## src/smosd_consts.vh

```
`ifndef SMOSD_CONSTS_VH
`define SMOSD_CONSTS_VH
// register byte offsets
`define SMOSD_A_CM0 8'h00
`define SMOSD_A_CM1 8'h04
`define SMOSD_A_OSD 8'h08
`define SMOSD_A_FRA 8'h0c
`define SMOSD_A_VM1 8'h10
`define SMOSD_A_VM2 8'h14
`define SMOSD_A_WAKE 8'h18
`define SMOSD_A_STAT 8'h1c
// reset values
`define SMOSD_RST_CM0 8'h48
`define SMOSD_RST_CM1 8'h20
`define SMOSD_RST_WAKE 16'h0000
// clock_mode_reg_0 fields
`define SMOSD_CM0_SUBSEL 1
`define SMOSD_CM0_WAITSTOP 2
`define SMOSD_CM0_SUBDRV 3
`define SMOSD_CM0_SUBEN 4
`define SMOSD_CM0_MAINSTOP 5
`define SMOSD_CM0_DIV8 6
// clock_mode_reg_1 fields
`define SMOSD_CM1_ALLSTOP 0
`define SMOSD_CM1_PINSEL 3
`define SMOSD_CM1_LOWOFF 4
`define SMOSD_CM1_MAINDRV 5
// osc_stop_detect_reg fields
`define SMOSD_OSD_EN_LO 0
`define SMOSD_OSD_EN_HI 1
`define SMOSD_OSD_FALLBK 2
`define SMOSD_OSD_STOPPED 3
// fast_osc_control_reg fields
`define SMOSD_FRA_ON 0
`define SMOSD_FRA_SEL 1
// vmon control fields
`define SMOSD_VM_FDIS 1
`define SMOSD_VM_FLAG 2
`define SMOSD_VM_WDT 3
// wake config fields: filter/mode low byte, enables high byte
`define SMOSD_WK_FILT0 0
`define SMOSD_WK_FILT1 1
`define SMOSD_WK_FILT3 3
`define SMOSD_WK_TFILT 4
`define SMOSD_WK_TEVENT 5
`define SMOSD_WK_SEREXT 6
`define SMOSD_WK_EN 8
// timing
`define SMOSD_CLK_MHZ 50
`define SMOSD_WATCH_NS 1000
`define SMOSD_WATCH_CYC ((`SMOSD_WATCH_NS * `SMOSD_CLK_MHZ) / 1000)
`define SMOSD_SETTLE_NS 2000
`define SMOSD_SETTLE_CYC ((`SMOSD_SETTLE_NS * `SMOSD_CLK_MHZ + 999) / 1000)
`endif

```

## src/smosd_osc_watch.v

```verilog
`timescale 1ns/1ps
module smosd_osc_watch #(
  parameter WIN = 50
) (
  input wire clk_i, // system clock
  input wire reset_i, // sync reset
  input wire en_i, // watch armed
  input wire osc_s_i, // synced oscillator level
  output reg stopped_o // no edge seen for WIN cycles
);
  reg prev_r;
  reg [12:0] cnt_r;
  // any edge restarts the window; disarm clears the verdict
  always @(posedge clk_i) begin
    if (reset_i) begin
      prev_r <= 1'b0;
      cnt_r <= 13'h0000;
      stopped_o <= 1'b0;
    end else begin
      prev_r <= osc_s_i;
      if (!en_i || prev_r != osc_s_i) begin
        cnt_r <= 13'h0000;
        stopped_o <= 1'b0;
      end else if (cnt_r == WIN[12:0] - 13'h0001) begin
        stopped_o <= 1'b1;
      end else begin
        cnt_r <= cnt_r + 13'h0001;
      end
    end
  end
endmodule // smosd_osc_watch

```

## src/smosd_stop_ctrl.v

```verilog
// Local design decisions: the placing of the registers and the AHB-Lite interface to the registers.
`timescale 1ns/1ps
`include "smosd_consts.vh"
// How it works
// RQ1: stop mode halts every oscillator and clock
// RQ2: externally clocked peripherals may still wake
// RQ3: key always wakes; ext 0,1,3 unfiltered
// RQ4: event timer wakes unfiltered in event mode
// RQ5: serial wakes only on external clock
// RQ6: monitors wake only with filter disabled
// RQ7: stop write forces div8 and drive bits
// RQ8: software clears detect enables before stop
// RQ9: pins hold state while stopped
// RQ10: main select: output pin high or input
// RQ11: sub select: sub pin high or input
// RQ12: reset or enabled interrupt ends stop
// RQ13: software sets priorities, global enable, peripheral
// RQ14: interrupt runs after clock restart
// RQ15: wake resumes on system clock div8
// RQ16: detection active only with enables 11b
// RQ17: main stop sets fallback, flag, low osc, irq
// RQ18: software disables detection below 2 MHz
// RQ19: shared vector with identifying flags
// RQ20: software switches back to main clock
// RQ21: software keeps peripheral clock in wait
// RQ22: software disables detection when touching main osc
// RQ23: software picks fallback oscillator before enabling
module smosd_stop_ctrl #(
  parameter WATCH_CYC = `SMOSD_WATCH_CYC,
  parameter SETTLE_CYC = `SMOSD_SETTLE_CYC
) (
  input wire clk_i, // always-on clock
  input wire reset_i, // sync reset, high
  input wire hsel_i, // ahb select
  input wire [7:0] haddr_i, // ahb address
  input wire [1:0] htrans_i, // ahb transfer type
  input wire hwrite_i, // ahb write
  input wire [2:0] hsize_i, // ahb size, word only
  input wire [31:0] hwdata_i, // ahb write data
  input wire hready_i, // ahb bus ready
  output wire hreadyout_o, // ahb slave ready
  output reg [31:0] hrdata_o, // ahb read data
  output wire hresp_o, // ahb response, okay
  input wire key_irq_i, // key input interrupt
  input wire ext_irq_0_i, // external irq 0
  input wire ext_irq_1_i, // external irq 1
  input wire ext_irq_3_i, // external irq 3
  input wire event_timer_irq_i, // event timer irq
  input wire serial_irq_i, // serial interface irq
  input wire vmon1_irq_i, // voltage monitor 1 event
  input wire vmon2_irq_i, // voltage monitor 2 event
  input wire watchdog_irq_i, // watchdog event
  input wire main_clock_in_i, // main crystal clock level
  output wire main_osc_run_o, // main oscillator enable
  output wire sub_osc_run_o, // sub oscillator enable
  output wire low_osc_run_o, // low-speed osc enable
  output wire fast_osc_run_o, // fast osc enable
  output wire fast_osc_sel_o, // fast osc selected
  output wire main_high_drive_o, // main osc high drive
  output wire sub_high_drive_o, // sub osc high drive
  output wire cpu_clk_run_o, // cpu clock gate
  output wire periph_clk_run_o, // peripheral clock gate
  output wire cpu_div8_o, // cpu clock divide by 8
  output wire cpu_fallback_o, // cpu on on-chip osc
  output wire pin_hold_o, // freeze port pin state
  output wire main_osc_pin_o, // main osc output pin level
  output wire main_osc_pin_oe_o, // main osc pin enable
  output wire sub_osc_pin_o, // sub osc output pin level
  output wire sub_osc_pin_oe_o, // sub osc pin enable
  output reg wake_irq_o, // wake interrupt pulse
  output reg [7:0] wake_src_o, // sources that woke
  output reg osc_stop_irq_o, // osc stop event pulse
  output wire nmi_o // shared vector request
);
  localparam ST_RUN = 2'd0;
  localparam ST_STOP = 2'd1;
  localparam ST_WAKE = 2'd2;
  localparam NSRC = 8;

  reg [1:0] state_r;
  reg [1:0] state_nxt;
  reg [12:0] settle_r;
  reg [7:0] cm0_r;
  reg [7:0] cm1_r;
  reg [3:0] osd_r;
  reg [1:0] fra_r;
  reg vm1_fdis_r;
  reg vm1_flag_r;
  reg vm2_fdis_r;
  reg vm2_flag_r;
  reg wdt_flag_r;
  reg [15:0] wake_r;
  reg wr_pend_r;
  reg rd_wait_r;
  reg [7:0] addr_r;
  reg [31:0] rd_mux;
  reg stopped_q_r;

  wire [9:0] in_s;
  wire main_clk_s;
  wire [NSRC-1:0] src_s;
  wire [NSRC-1:0] src_ok;
  wire [NSRC-1:0] src_hit;
  wire stopped;
  wire watch_en;
  wire osd_armed;
  wire detect_evt;
  wire running;
  wire acc;
  wire stop_req;

  // pins and other-domain events pass two flops
  smosd_sync2 #(
    .W(10)
  ) u_sync (
    .clk_i(clk_i),
    .reset_i(reset_i),
    .d_i({main_clock_in_i, watchdog_irq_i, vmon2_irq_i, vmon1_irq_i,
          serial_irq_i, event_timer_irq_i, ext_irq_3_i, ext_irq_1_i,
          ext_irq_0_i, key_irq_i}),
    .q_o(in_s)
  );
  assign src_s = in_s[7:0];
  assign main_clk_s = in_s[9];

  // wake qualification per source
  assign src_ok[0] = 1'b1; // see RQ3
  assign src_ok[1] = ~wake_r[`SMOSD_WK_FILT0]; // see RQ3
  assign src_ok[2] = ~wake_r[`SMOSD_WK_FILT1]; // see RQ3
  assign src_ok[3] = ~wake_r[`SMOSD_WK_FILT3]; // see RQ3
  assign src_ok[4] = ~wake_r[`SMOSD_WK_TFILT] & wake_r[`SMOSD_WK_TEVENT]; // see RQ4
  assign src_ok[5] = wake_r[`SMOSD_WK_SEREXT]; // see RQ5
  assign src_ok[6] = vm1_fdis_r; // see RQ6
  assign src_ok[7] = vm2_fdis_r; // see RQ6

  // externally clocked requests stay live while stopped
  genvar gi;
  generate
    for (gi = 0; gi < NSRC; gi = gi + 1) begin : g_src
      assign src_hit[gi] = src_s[gi] & src_ok[gi] & wake_r[`SMOSD_WK_EN + gi]; // see RQ2
    end
  endgenerate

  // detector armed only on 11b with main clock feeding cpu
  assign osd_armed = osd_r[`SMOSD_OSD_EN_HI] & osd_r[`SMOSD_OSD_EN_LO]; // see RQ16
  assign watch_en = osd_armed & (state_r == ST_RUN) & ~cm0_r[`SMOSD_CM0_SUBSEL] &
                    ~osd_r[`SMOSD_OSD_FALLBK];
  assign detect_evt = stopped & ~stopped_q_r; // see RQ17

  smosd_osc_watch #(
    .WIN(WATCH_CYC)
  ) u_watch (
    .clk_i(clk_i),
    .reset_i(reset_i),
    .en_i(watch_en),
    .osc_s_i(main_clk_s),
    .stopped_o(stopped)
  );

  // ahb address phase accept
  assign acc = hsel_i & htrans_i[1] & hready_i;
  assign hreadyout_o = ~rd_wait_r;
  assign hresp_o = 1'b0;
  assign stop_req = wr_pend_r & (addr_r == `SMOSD_A_CM1) & hwdata_i[`SMOSD_CM1_ALLSTOP];

  // read mux, unmapped reads zero
  always @* begin
    rd_mux = 32'h00000000;
    case (addr_r)
      `SMOSD_A_CM0: rd_mux[7:0] = cm0_r;
      `SMOSD_A_CM1: rd_mux[7:0] = cm1_r;
      `SMOSD_A_OSD: rd_mux[3:0] = osd_r;
      `SMOSD_A_FRA: rd_mux[1:0] = fra_r;
      `SMOSD_A_VM1: rd_mux[2:1] = {vm1_flag_r, vm1_fdis_r};
      `SMOSD_A_VM2: rd_mux[3:1] = {wdt_flag_r, vm2_flag_r, vm2_fdis_r};
      `SMOSD_A_WAKE: rd_mux[15:0] = wake_r;
      `SMOSD_A_STAT: rd_mux[9:0] = {stopped, main_clk_s, wake_src_o};
      default: rd_mux = 32'h00000000;
    endcase
  end

  // bus phases: writes zero wait, reads one wait state
  always @(posedge clk_i) begin
    if (reset_i) begin
      wr_pend_r <= 1'b0;
      rd_wait_r <= 1'b0;
      addr_r <= 8'h00;
      hrdata_o <= 32'h00000000;
    end else begin
      if (rd_wait_r) begin
        hrdata_o <= rd_mux;
        rd_wait_r <= 1'b0;
        wr_pend_r <= 1'b0;
      end else begin
        wr_pend_r <= acc & hwrite_i;
        rd_wait_r <= acc & ~hwrite_i;
        if (acc) begin
          addr_r <= {haddr_i[7:2], 2'b00};
        end
      end
    end
  end

  // power state sequence
  always @* begin
    state_nxt = state_r;
    case (state_r)
      ST_RUN: begin
        if (stop_req) begin
          state_nxt = ST_STOP; // see RQ1
        end
      end
      ST_STOP: begin
        if (|src_hit) begin
          state_nxt = ST_WAKE; // see RQ12
        end
      end
      ST_WAKE: begin
        if (settle_r == SETTLE_CYC[12:0] - 13'h0001) begin
          state_nxt = ST_RUN;
        end
      end
      default: state_nxt = ST_RUN;
    endcase
  end

  // oscillator restart settle count and wake pulse
  always @(posedge clk_i) begin
    if (reset_i) begin
      state_r <= ST_RUN;
      settle_r <= 13'h0000;
      wake_irq_o <= 1'b0;
      wake_src_o <= 8'h00;
    end else begin
      state_r <= state_nxt;
      wake_irq_o <= 1'b0;
      if (state_r == ST_STOP && state_nxt == ST_WAKE) begin
        wake_src_o <= src_hit;
      end
      if (state_r == ST_WAKE) begin
        settle_r <= settle_r + 13'h0001;
      end else begin
        settle_r <= 13'h0000;
      end
      // interrupt only once the cpu clock is back
      if (state_r == ST_WAKE && state_nxt == ST_RUN) begin
        wake_irq_o <= 1'b1; // see RQ14
      end
    end
  end

  // clock control registers; hardware events beat writes
  always @(posedge clk_i) begin
    if (reset_i) begin
      cm0_r <= `SMOSD_RST_CM0;
      cm1_r <= `SMOSD_RST_CM1;
      osd_r <= 4'h0;
      fra_r <= 2'b00;
      wake_r <= `SMOSD_RST_WAKE;
      vm1_fdis_r <= 1'b0;
      vm2_fdis_r <= 1'b0;
      stopped_q_r <= 1'b0;
      osc_stop_irq_o <= 1'b0;
    end else begin
      stopped_q_r <= stopped;
      osc_stop_irq_o <= detect_evt; // see RQ17
      if (wr_pend_r) begin
        case (addr_r)
          `SMOSD_A_CM0: cm0_r <= hwdata_i[7:0];
          `SMOSD_A_CM1: begin
            cm1_r <= hwdata_i[7:0];
            if (hwdata_i[`SMOSD_CM1_ALLSTOP] && state_r == ST_RUN) begin
              cm0_r[`SMOSD_CM0_DIV8] <= 1'b1; // see RQ7
              cm0_r[`SMOSD_CM0_SUBDRV] <= 1'b1; // see RQ7
              cm1_r[`SMOSD_CM1_MAINDRV] <= 1'b1; // see RQ7
            end
          end
          `SMOSD_A_OSD: osd_r[2:0] <= hwdata_i[2:0];
          `SMOSD_A_FRA: fra_r <= hwdata_i[1:0];
          `SMOSD_A_VM1: vm1_fdis_r <= hwdata_i[`SMOSD_VM_FDIS];
          `SMOSD_A_VM2: vm2_fdis_r <= hwdata_i[`SMOSD_VM_FDIS];
          `SMOSD_A_WAKE: wake_r <= hwdata_i[15:0];
          default: wake_r <= wake_r;
        endcase
      end
      // stopped flag: software clears with 0, detection wins
      if (wr_pend_r && addr_r == `SMOSD_A_OSD && !hwdata_i[`SMOSD_OSD_STOPPED]) begin
        osd_r[`SMOSD_OSD_STOPPED] <= 1'b0;
      end
      // stop bit drops as the clocks come back
      if (state_r == ST_WAKE && state_nxt == ST_RUN) begin
        cm1_r[`SMOSD_CM1_ALLSTOP] <= 1'b0; // see RQ15
      end
      // fallback to on-chip osc; no automatic return
      if (detect_evt) begin
        osd_r[`SMOSD_OSD_FALLBK] <= 1'b1; // see RQ17
        osd_r[`SMOSD_OSD_STOPPED] <= 1'b1; // see RQ17
        cm1_r[`SMOSD_CM1_LOWOFF] <= 1'b0; // see RQ17
      end
    end
  end

  // shared vector cause flags, set beats clear
  always @(posedge clk_i) begin
    if (reset_i) begin
      vm1_flag_r <= 1'b0;
      vm2_flag_r <= 1'b0;
      wdt_flag_r <= 1'b0;
    end else begin
      if (in_s[6]) begin
        vm1_flag_r <= 1'b1;
      end else if (wr_pend_r && addr_r == `SMOSD_A_VM1 && !hwdata_i[`SMOSD_VM_FLAG]) begin
        vm1_flag_r <= 1'b0;
      end
      if (in_s[7]) begin
        vm2_flag_r <= 1'b1;
      end else if (wr_pend_r && addr_r == `SMOSD_A_VM2 && !hwdata_i[`SMOSD_VM_FLAG]) begin
        vm2_flag_r <= 1'b0;
      end
      if (in_s[8]) begin
        wdt_flag_r <= 1'b1;
      end else if (wr_pend_r && addr_r == `SMOSD_A_VM2 && !hwdata_i[`SMOSD_VM_WDT]) begin
        wdt_flag_r <= 1'b0;
      end
    end
  end

  // one vector for four causes
  assign nmi_o = osd_r[`SMOSD_OSD_STOPPED] | (osd_armed & osd_r[`SMOSD_OSD_FALLBK]) |
                 wdt_flag_r | vm1_flag_r | vm2_flag_r; // see RQ19

  // oscillators and clocks all off outside run and wake
  assign running = (state_r == ST_RUN) | (state_r == ST_WAKE);
  assign main_osc_run_o = running & ~cm0_r[`SMOSD_CM0_MAINSTOP]; // see RQ1
  assign sub_osc_run_o = running & cm0_r[`SMOSD_CM0_SUBEN]; // see RQ1
  assign low_osc_run_o = running & ~cm1_r[`SMOSD_CM1_LOWOFF]; // see RQ1
  assign fast_osc_run_o = running & fra_r[`SMOSD_FRA_ON]; // see RQ1
  assign fast_osc_sel_o = fra_r[`SMOSD_FRA_SEL];
  assign main_high_drive_o = cm1_r[`SMOSD_CM1_MAINDRV];
  assign sub_high_drive_o = cm0_r[`SMOSD_CM0_SUBDRV];
  // cpu clock gated until the settle count ends
  assign cpu_clk_run_o = (state_r == ST_RUN); // see RQ1
  assign periph_clk_run_o = (state_r == ST_RUN); // see RQ1
  // div8 forced at entry, so wake resumes slow
  assign cpu_div8_o = cm0_r[`SMOSD_CM0_DIV8]; // see RQ15
  assign cpu_fallback_o = osd_r[`SMOSD_OSD_FALLBK];

  // port latches frozen until the cpu clock runs again
  assign pin_hold_o = (state_r != ST_RUN); // see RQ9
  // oscillator output pins: driven high or released
  assign main_osc_pin_o = 1'b1;
  assign main_osc_pin_oe_o = (state_r != ST_RUN) & ~cm0_r[`SMOSD_CM0_SUBSEL] &
                             cm1_r[`SMOSD_CM1_PINSEL]; // see RQ10
  assign sub_osc_pin_o = 1'b1;
  assign sub_osc_pin_oe_o = (state_r != ST_RUN) & cm0_r[`SMOSD_CM0_SUBSEL] &
                            cm0_r[`SMOSD_CM0_SUBEN]; // see RQ11
endmodule // smosd_stop_ctrl

```

## src/smosd_sync2.v

```verilog
`timescale 1ns/1ps
module smosd_sync2 #(
  parameter W = 1
) (
  input wire clk_i, // system clock
  input wire reset_i, // sync reset
  input wire [W-1:0] d_i, // async inputs
  output wire [W-1:0] q_o // synced outputs
);
  reg [W-1:0] s1_r;
  reg [W-1:0] s2_r;
  // first stage feeds only the second
  always @(posedge clk_i) begin
    if (reset_i) begin
      s1_r <= {W{1'b0}};
      s2_r <= {W{1'b0}};
    end else begin
      s1_r <= d_i;
      s2_r <= s1_r;
    end
  end
  assign q_o = s2_r;
endmodule // smosd_sync2

```

## config.mk

```make
export PLATFORM = sky130hd
export DESIGN_NAME = smosd_stop_ctrl
export DESIGN_NICKNAME = d
export VERILOG_FILES = /design/src/smosd_osc_watch.v /design/src/smosd_stop_ctrl.v /design/src/smosd_sync2.v
export VERILOG_INCLUDE_DIRS = /design/src
export SDC_FILE = /design/constraint.sdc
export NUM_CORES = 1
export LEC_CHECK = 0
export BUFFER_PORTS_ARGS = -buffer_cell sky130_fd_sc_hd__clkbuf_2
export CORE_ASPECT_RATIO = 1.2
export CORE_MARGIN = 2
export CORE_UTILIZATION = 38
export DETAILED_ROUTE_END_ITERATION = 7
export PLACE_DENSITY_LB_ADDON = 0.1
export SLEW_MARGIN = 5
export SYNTH_ARGS = -nofsm -noshare
export SYNTH_HDL_FRONTEND = slang
export SYNTH_SLANG_ARGS = --single-unit
export TNS_END_PERCENT = 50
```

## constraint.sdc

```tcl
create_clock -name clk_i -period 4.7 [get_ports clk_i]
set_input_delay 0.94 -clock clk_i [delete_from_list [all_inputs] [get_ports clk_i]]
set_output_delay 0.94 -clock clk_i [all_outputs]
set_load 0.1 [all_outputs]
```

* Word-level counts from Yosys, hierarchy flattened *
Index checks and enable logic that the tools add are counted.

word-level totals
  bits in registers = 128
  latch bits = 0
  memory bits (writable) = 0
  bits in read-only memories = 0
  input port bits = 60
  memories = 0

cells by class
  $add $sub $neg = 2
  $mul = 0
  div/mod/pow operators = 0
  magnitude comparators = 0
  eq/ne operators = 14
  shift operators = 0
  mux-type cells = 26
  bitwise gates (word level) = 53
  reduce and logical (&&, ||, !) cells = 41

operators with widths
  cell                   count
  $and 1x1->1            36
  $add 13x1->13 const B  2
  $eq 6x3->1 const B     4
  $reduce_and 2->1       9
  $pmux 4 s4             1
  $reduce_bool 2->1      8
  $eq 13x6->1 const B    1
  $eq 13x7->1 const B    1
  $eq 6x2->1 const B     2
  $not 1->1              12
  $pmux 1 s6             2
  $logic_and 1x1->1      10
  $mux 1                 10
  $reduce_or 2->1        5
  $logic_not 8->1        1
  $mux 2                 4
  $pmux 1 s8             1
  $reduce_or 8->1        1
  $pmux 1 s7             1
  $eq 6x1->1 const B     1
  $mux 3                 2
  $mux 6                 1
  $pmux 2 s3             1
  $or 1x1->1             5
  other kinds (10)       15

* Depth between registers and ports, before layout *
  word-level depth = 10
  depth in mapped cells = 8
  mapped depth without buffers = 6

* Hierarchy *
A second synthesis with hierarchy kept.

unflattened totals
  cells, all modules = 610
  area total of the unflattened synthesis = 5,555.3 um^2

modules (own cells, without submodules)
  module           instances  cells each  area an instance (um^2)
  smosd_stop_ctrl  1          492         4,221.5
  smosd_osc_watch  1          76          715.7
  smosd_sync2      1          42          618.1

* Worst setup path after synthesis *
No wires, ideal clock.

  path type = register -> output
  from = register state_r[0]
  to = output sub_osc_pin_oe_o
  arrival = 3.613 ns
  required time = 3.760 ns
  path slack = 0.147 ns
  stages on the path, launching flop included = 4
  buffers on the path = 0
  cells stage by stage = dfxtp_1 -> nor2_1 -> inv_1 -> and3_1

between the ends
  longest elaborated chain between the ends = 3

RTL lines
  what                      RTL line               RTL
  start: declaration        smosd_stop_ctrl.v:80   reg [1:0] state_r;
  start signal: assignment  smosd_stop_ctrl.v:235  state_r <= state_nxt;
  $reduce_bool 2->1         --
  named net pin_hold_o      smosd_stop_ctrl.v:65   output wire pin_hold_o,
  $and 1x1->1 (2 in a row)  smosd_stop_ctrl.v:355  assign sub_osc_pin_oe_o = (state_r != ST_RUN) & cm0_r[`SMOSD_CM0_SUBSEL] &
  end: declaration          smosd_stop_ctrl.v:69   output wire sub_osc_pin_oe_o,

The timed path passes the listed nets, and every way through them passes these cells.

* Worst setup path in the final report *
  from = register state_r[0]
  to = output sub_osc_pin_oe_o

between the ends
  longest elaborated chain between the ends = 3

RTL lines
  what                      RTL line
  $reduce_bool 2->1         smosd_stop_ctrl.v:355
  $and 1x1->1 (2 in a row)  smosd_stop_ctrl.v:355

Every way passes these cells.

==> results.py <==
metrics = {
    "global_route": {
        "grt_pass1_vias": 4264,
        "grt-ovfl-total": 0,
        "antenna_found_initial": 0,
        "grt_usage_pct": 18.58,
        "grt_pass1_wl_mm": 22.16,
        "grt_max_degree": 52,
    },
    "timing": {
        "finalMaxSlewViolations": 0,
        "hold_ws_ns": 0.4329,
        "max_freq_ghz": 0.3350,
        "fin_tns_setup_ns": 0,
        "final-hold-violation-count": 0,
        "finalSetupViolCount": 0,
        "final.period_utilization_pct": 63.52,
        "worst_slew_margin_rel_pct": 33.42,
        "skew_ns": 0.01426,
        "rsz0062_at_grt": "no",
        "tightest_slew_ns": 0.9986,
        "period_needed_ns": 2.985,
        "layout_setup_ws_ns": 1.715,
    },
    "worst_setup_path": {
        "crit_arrival_ns": 2.05,
        "reg2reg_to": "hrdata_o[3]$_SDFFE_PP0P_",
        "r2r_slack_ns": 2.05,
        "r2r_start": "addr_r[3]$_SDFFE_PP0P_",
        "critPathCaptureType": "output pin",
        "worstSetupPathType": "register to output pin",
        "worstPathMaxFanout": 9,
        "ff2ff_path_depth": 4,
        "cp.required_ns": 3.76,
        "critPathLaunchType": "register",
    },
    "synth": {
        "synth-async-reset-ratio_pct": 0,
        "yosys_warnings": 0,
        "yosys.area_share.simple_pct": 24.76,
        "synth_edf_count": 0,
        "synth_area_leader_cell": "dfxtp_1",
        "yosysTopAreaCellShare_pct": 47.12,
        "synthMuxAreaShare_pct": 6.489,
        "yosys.cell_types.count": 59,
        "synth_xor_area_share_pct": 3.382,
        "syn_area_mm2": 0.005438,
        "synth_most_common_cell": "dfxtp_1",
        "synth_common_cells": "128 x dfxtp_1, 75 x nor2_1, 38 x nand2_1",
        "yosysSeqAreaShare_pct": 47.12,
        "synth_area_leaders": "dfxtp_1 47%, nor2_1 5.2%, mux2i_1 5.0%, nor2b_1 3.5%, nand3_1 3.4%",
        "synthFlopType": "dfxtp_1",
        "syn_area_per_cell_um2": 9.124,
        "synthAdderAreaFrac_pct": 0.6903,
        "syn_inst": 596,
        "synth_compound_area_share_pct": 10.68,
        "ys_ff_latch": 128,
        "synth_top_family_by_area": "simple AND/OR/NAND/NOR gates",
    },
    "routing": {
        "drtPass1Iterations": 6,
        "vias": 4353,
        "final_antenna_net_count": 0,
        "drt-initial-drc-count": 225,
        "wl_mm": 13.74,
        "routed_via_density": 5.170,
        "routedWlPerCell_um": 16.32,
        "drc_errors": 5,
    },
    "hold_path": {
        "hold_class": "register to register",
        "worstHoldStart": "u_sync.s1_r[6]$_SDFF_PP0_",
        "min_to": "u_sync.q_o[6]$_SDFF_PP0_",
        "holdPathStages": 1,
    },
    "finish": {
        "utilization_pct": 46.03,
        "diodes": 0,
        "nets": 722,
        "drive_above_1_share_pct": 18.03,
        "final_cells": 842,
        "areaGrowthSynthToFinish_pct": 17.49,
    },
    "die": {
        "dieArea_mm2": 0.01529,
        "die_w_um": 113.2,
        "core-area_mm2": 0.01388,
        "fp-row-count": 47,
        "die_h_um": 135.0,
        "initial_core_util_pct": 39.18,
        "io_pins": 121,
    },
    "place": {
        "port_buffers": 79,
        "gp_congestion": 0.8102,
        "dp_cells": 811,
        "place_hpwl_mm": 9.890,
        "post-place-ws_ns": 2.113,
    },
    "clocking": {
        "htree_levels": 4,
        "clkTransAtPathRegs_ns": 0.05,
        "cts_buffer_depth": 2,
        "root_buffer": "clkbuf_16",
        "cts_tree": "built",
        "numCtsBuffers": 17,
        "cts_setup_buffers": 0,
        "cts_resized": 0,
        "clk_latency_ns": 0.41,
        "cts.sinks": 128,
        "cts_hold_buf": 0,
    },
    "outcome": {
        "status": "finished, violations left",
        "violations": "design-rule violations",
    },
    "job": {
        "cap_viol_max_count": 0,
    },
    "power": {
        "powerDensity_mw_per_mm2": 399.7,
        "p_leak_nw": 2.620,
        "ir_drop_uv": 216.5,
    },
}
critical path: stages, from the launching register on:
cell and delay, ns:
dfxtp_1 0.38, nor2_1 0.57, inv_1 0.11, and3_1 0.21, clkbuf_2 0.36
area by class of cell:
class | count | area, um^2
fillers | 1390 | 7490
well taps | 171 | 214.0
flip-flops and latches | 128 | 2562
clock buffers | 26 | 499.2
inverters | 12 | 45.04
clock inverters | 5 | 77.57
multi-input cells | 418 | 2572
repair buffers | 82 | 417.9
per-stage QoR:
stage	area, um^2	total power [W]
finish	6389	0.002553
CTS	6389	0.002588
floorplan	5502	0.001280
global route	6389	0.002645
detailed placement	5812	0.001305
global placement	5812	0.001304
power breakdown:
part           total, W  internal, W  switching (W)
Clock           0.00127     0.000833       0.000438
Combinational  0.000170    0.0000353       0.000135
Sequential      0.00111      0.00110      0.0000125
flip-flops by register name, summed over array words and instances, names as in the netlist, 2 cells and up:
| signal | cells |
|---|---|
| osd_r | 4 |
| fra_r | 2 |
| hrdata_o | 16 |
| addr_r | 6 |
| state_r | 2 |
| u_sync.q_o | 10 |
| wake_r | 16 |
| u_watch.cnt_r | 13 |
| u_sync.s1_r | 10 |
| settle_r | 13 |
| wake_src_o | 8 |
| cm1_r | 8 |
| cm0_r | 8 |
worst max-delay path by stage:
stage / start / end / slack [ns] / cells past startpoint
5_1_grt: state_r[0]$_SDFF_PP0_ / sub_osc_pin_oe_o / 1.62 / 4
2_1_floorplan: state_r[0]$_SDFF_PP0_ / sub_osc_pin_oe_o / 0.15 / 3
4_1_cts: state_r[0]$_SDFF_PP0_ / sub_osc_pin_oe_o / 1.72 / 4
6_report: state_r[0]$_SDFF_PP0_ / sub_osc_pin_oe_o / 1.71 / 4
3_5_place_dp: addr_r[3]$_SDFFE_PP0P_ / hrdata_o[3]$_SDFFE_PP0P_ / 2.11 / 4
3_3_place_gp: addr_r[3]$_SDFFE_PP0P_ / hrdata_o[3]$_SDFFE_PP0P_ / 2.15 / 4
kinds of logic (layout without fill, tap and decap cells):
group                      after synthesis  in the layout
xor gates and xnor gates                21             21
and+or+nand+nor                        256            256
DFF                                    128            128
other                                    2             19
adders and majority gates                3              3
muxes                                   32             32
buffers and inverters                   67            125
AOI/OAI and AO/OA                       87             87
per-layer routing:
layer	global-route usage (%)	routed length, um	up-vias
met1	23.00	6160	2044
li1	-	-	2184
met5	0	0	-
met4	6.707	260	0
met2	31.37	6756	108
met3	4.623	561	17
cell usage in the layout (no fill, tap or decap), types with 5 or more instances in the layout:
master / count
dfxtp_1: 128
clkbuf_2: 78
nor2_1: 75
nand2_1: 38
nand3_1: 37
a21oi_1: 31
nor2b_1: 30
mux2i_1: 27
nand4_1: 19
conb_1: 19
clkbuf_16: 17
inv_1: 12
o21ai_0: 12
xor2_1: 11
xnor2_1: 10
and3_1: 9
nor3_1: 9
a221oi_1: 8
nor4_1: 6
a22o_1: 6
a31oi_1: 5
nand2b_1: 5
a311oi_1: 5
clkbuf_1: 5
Power figures use the tool's default switching activity.
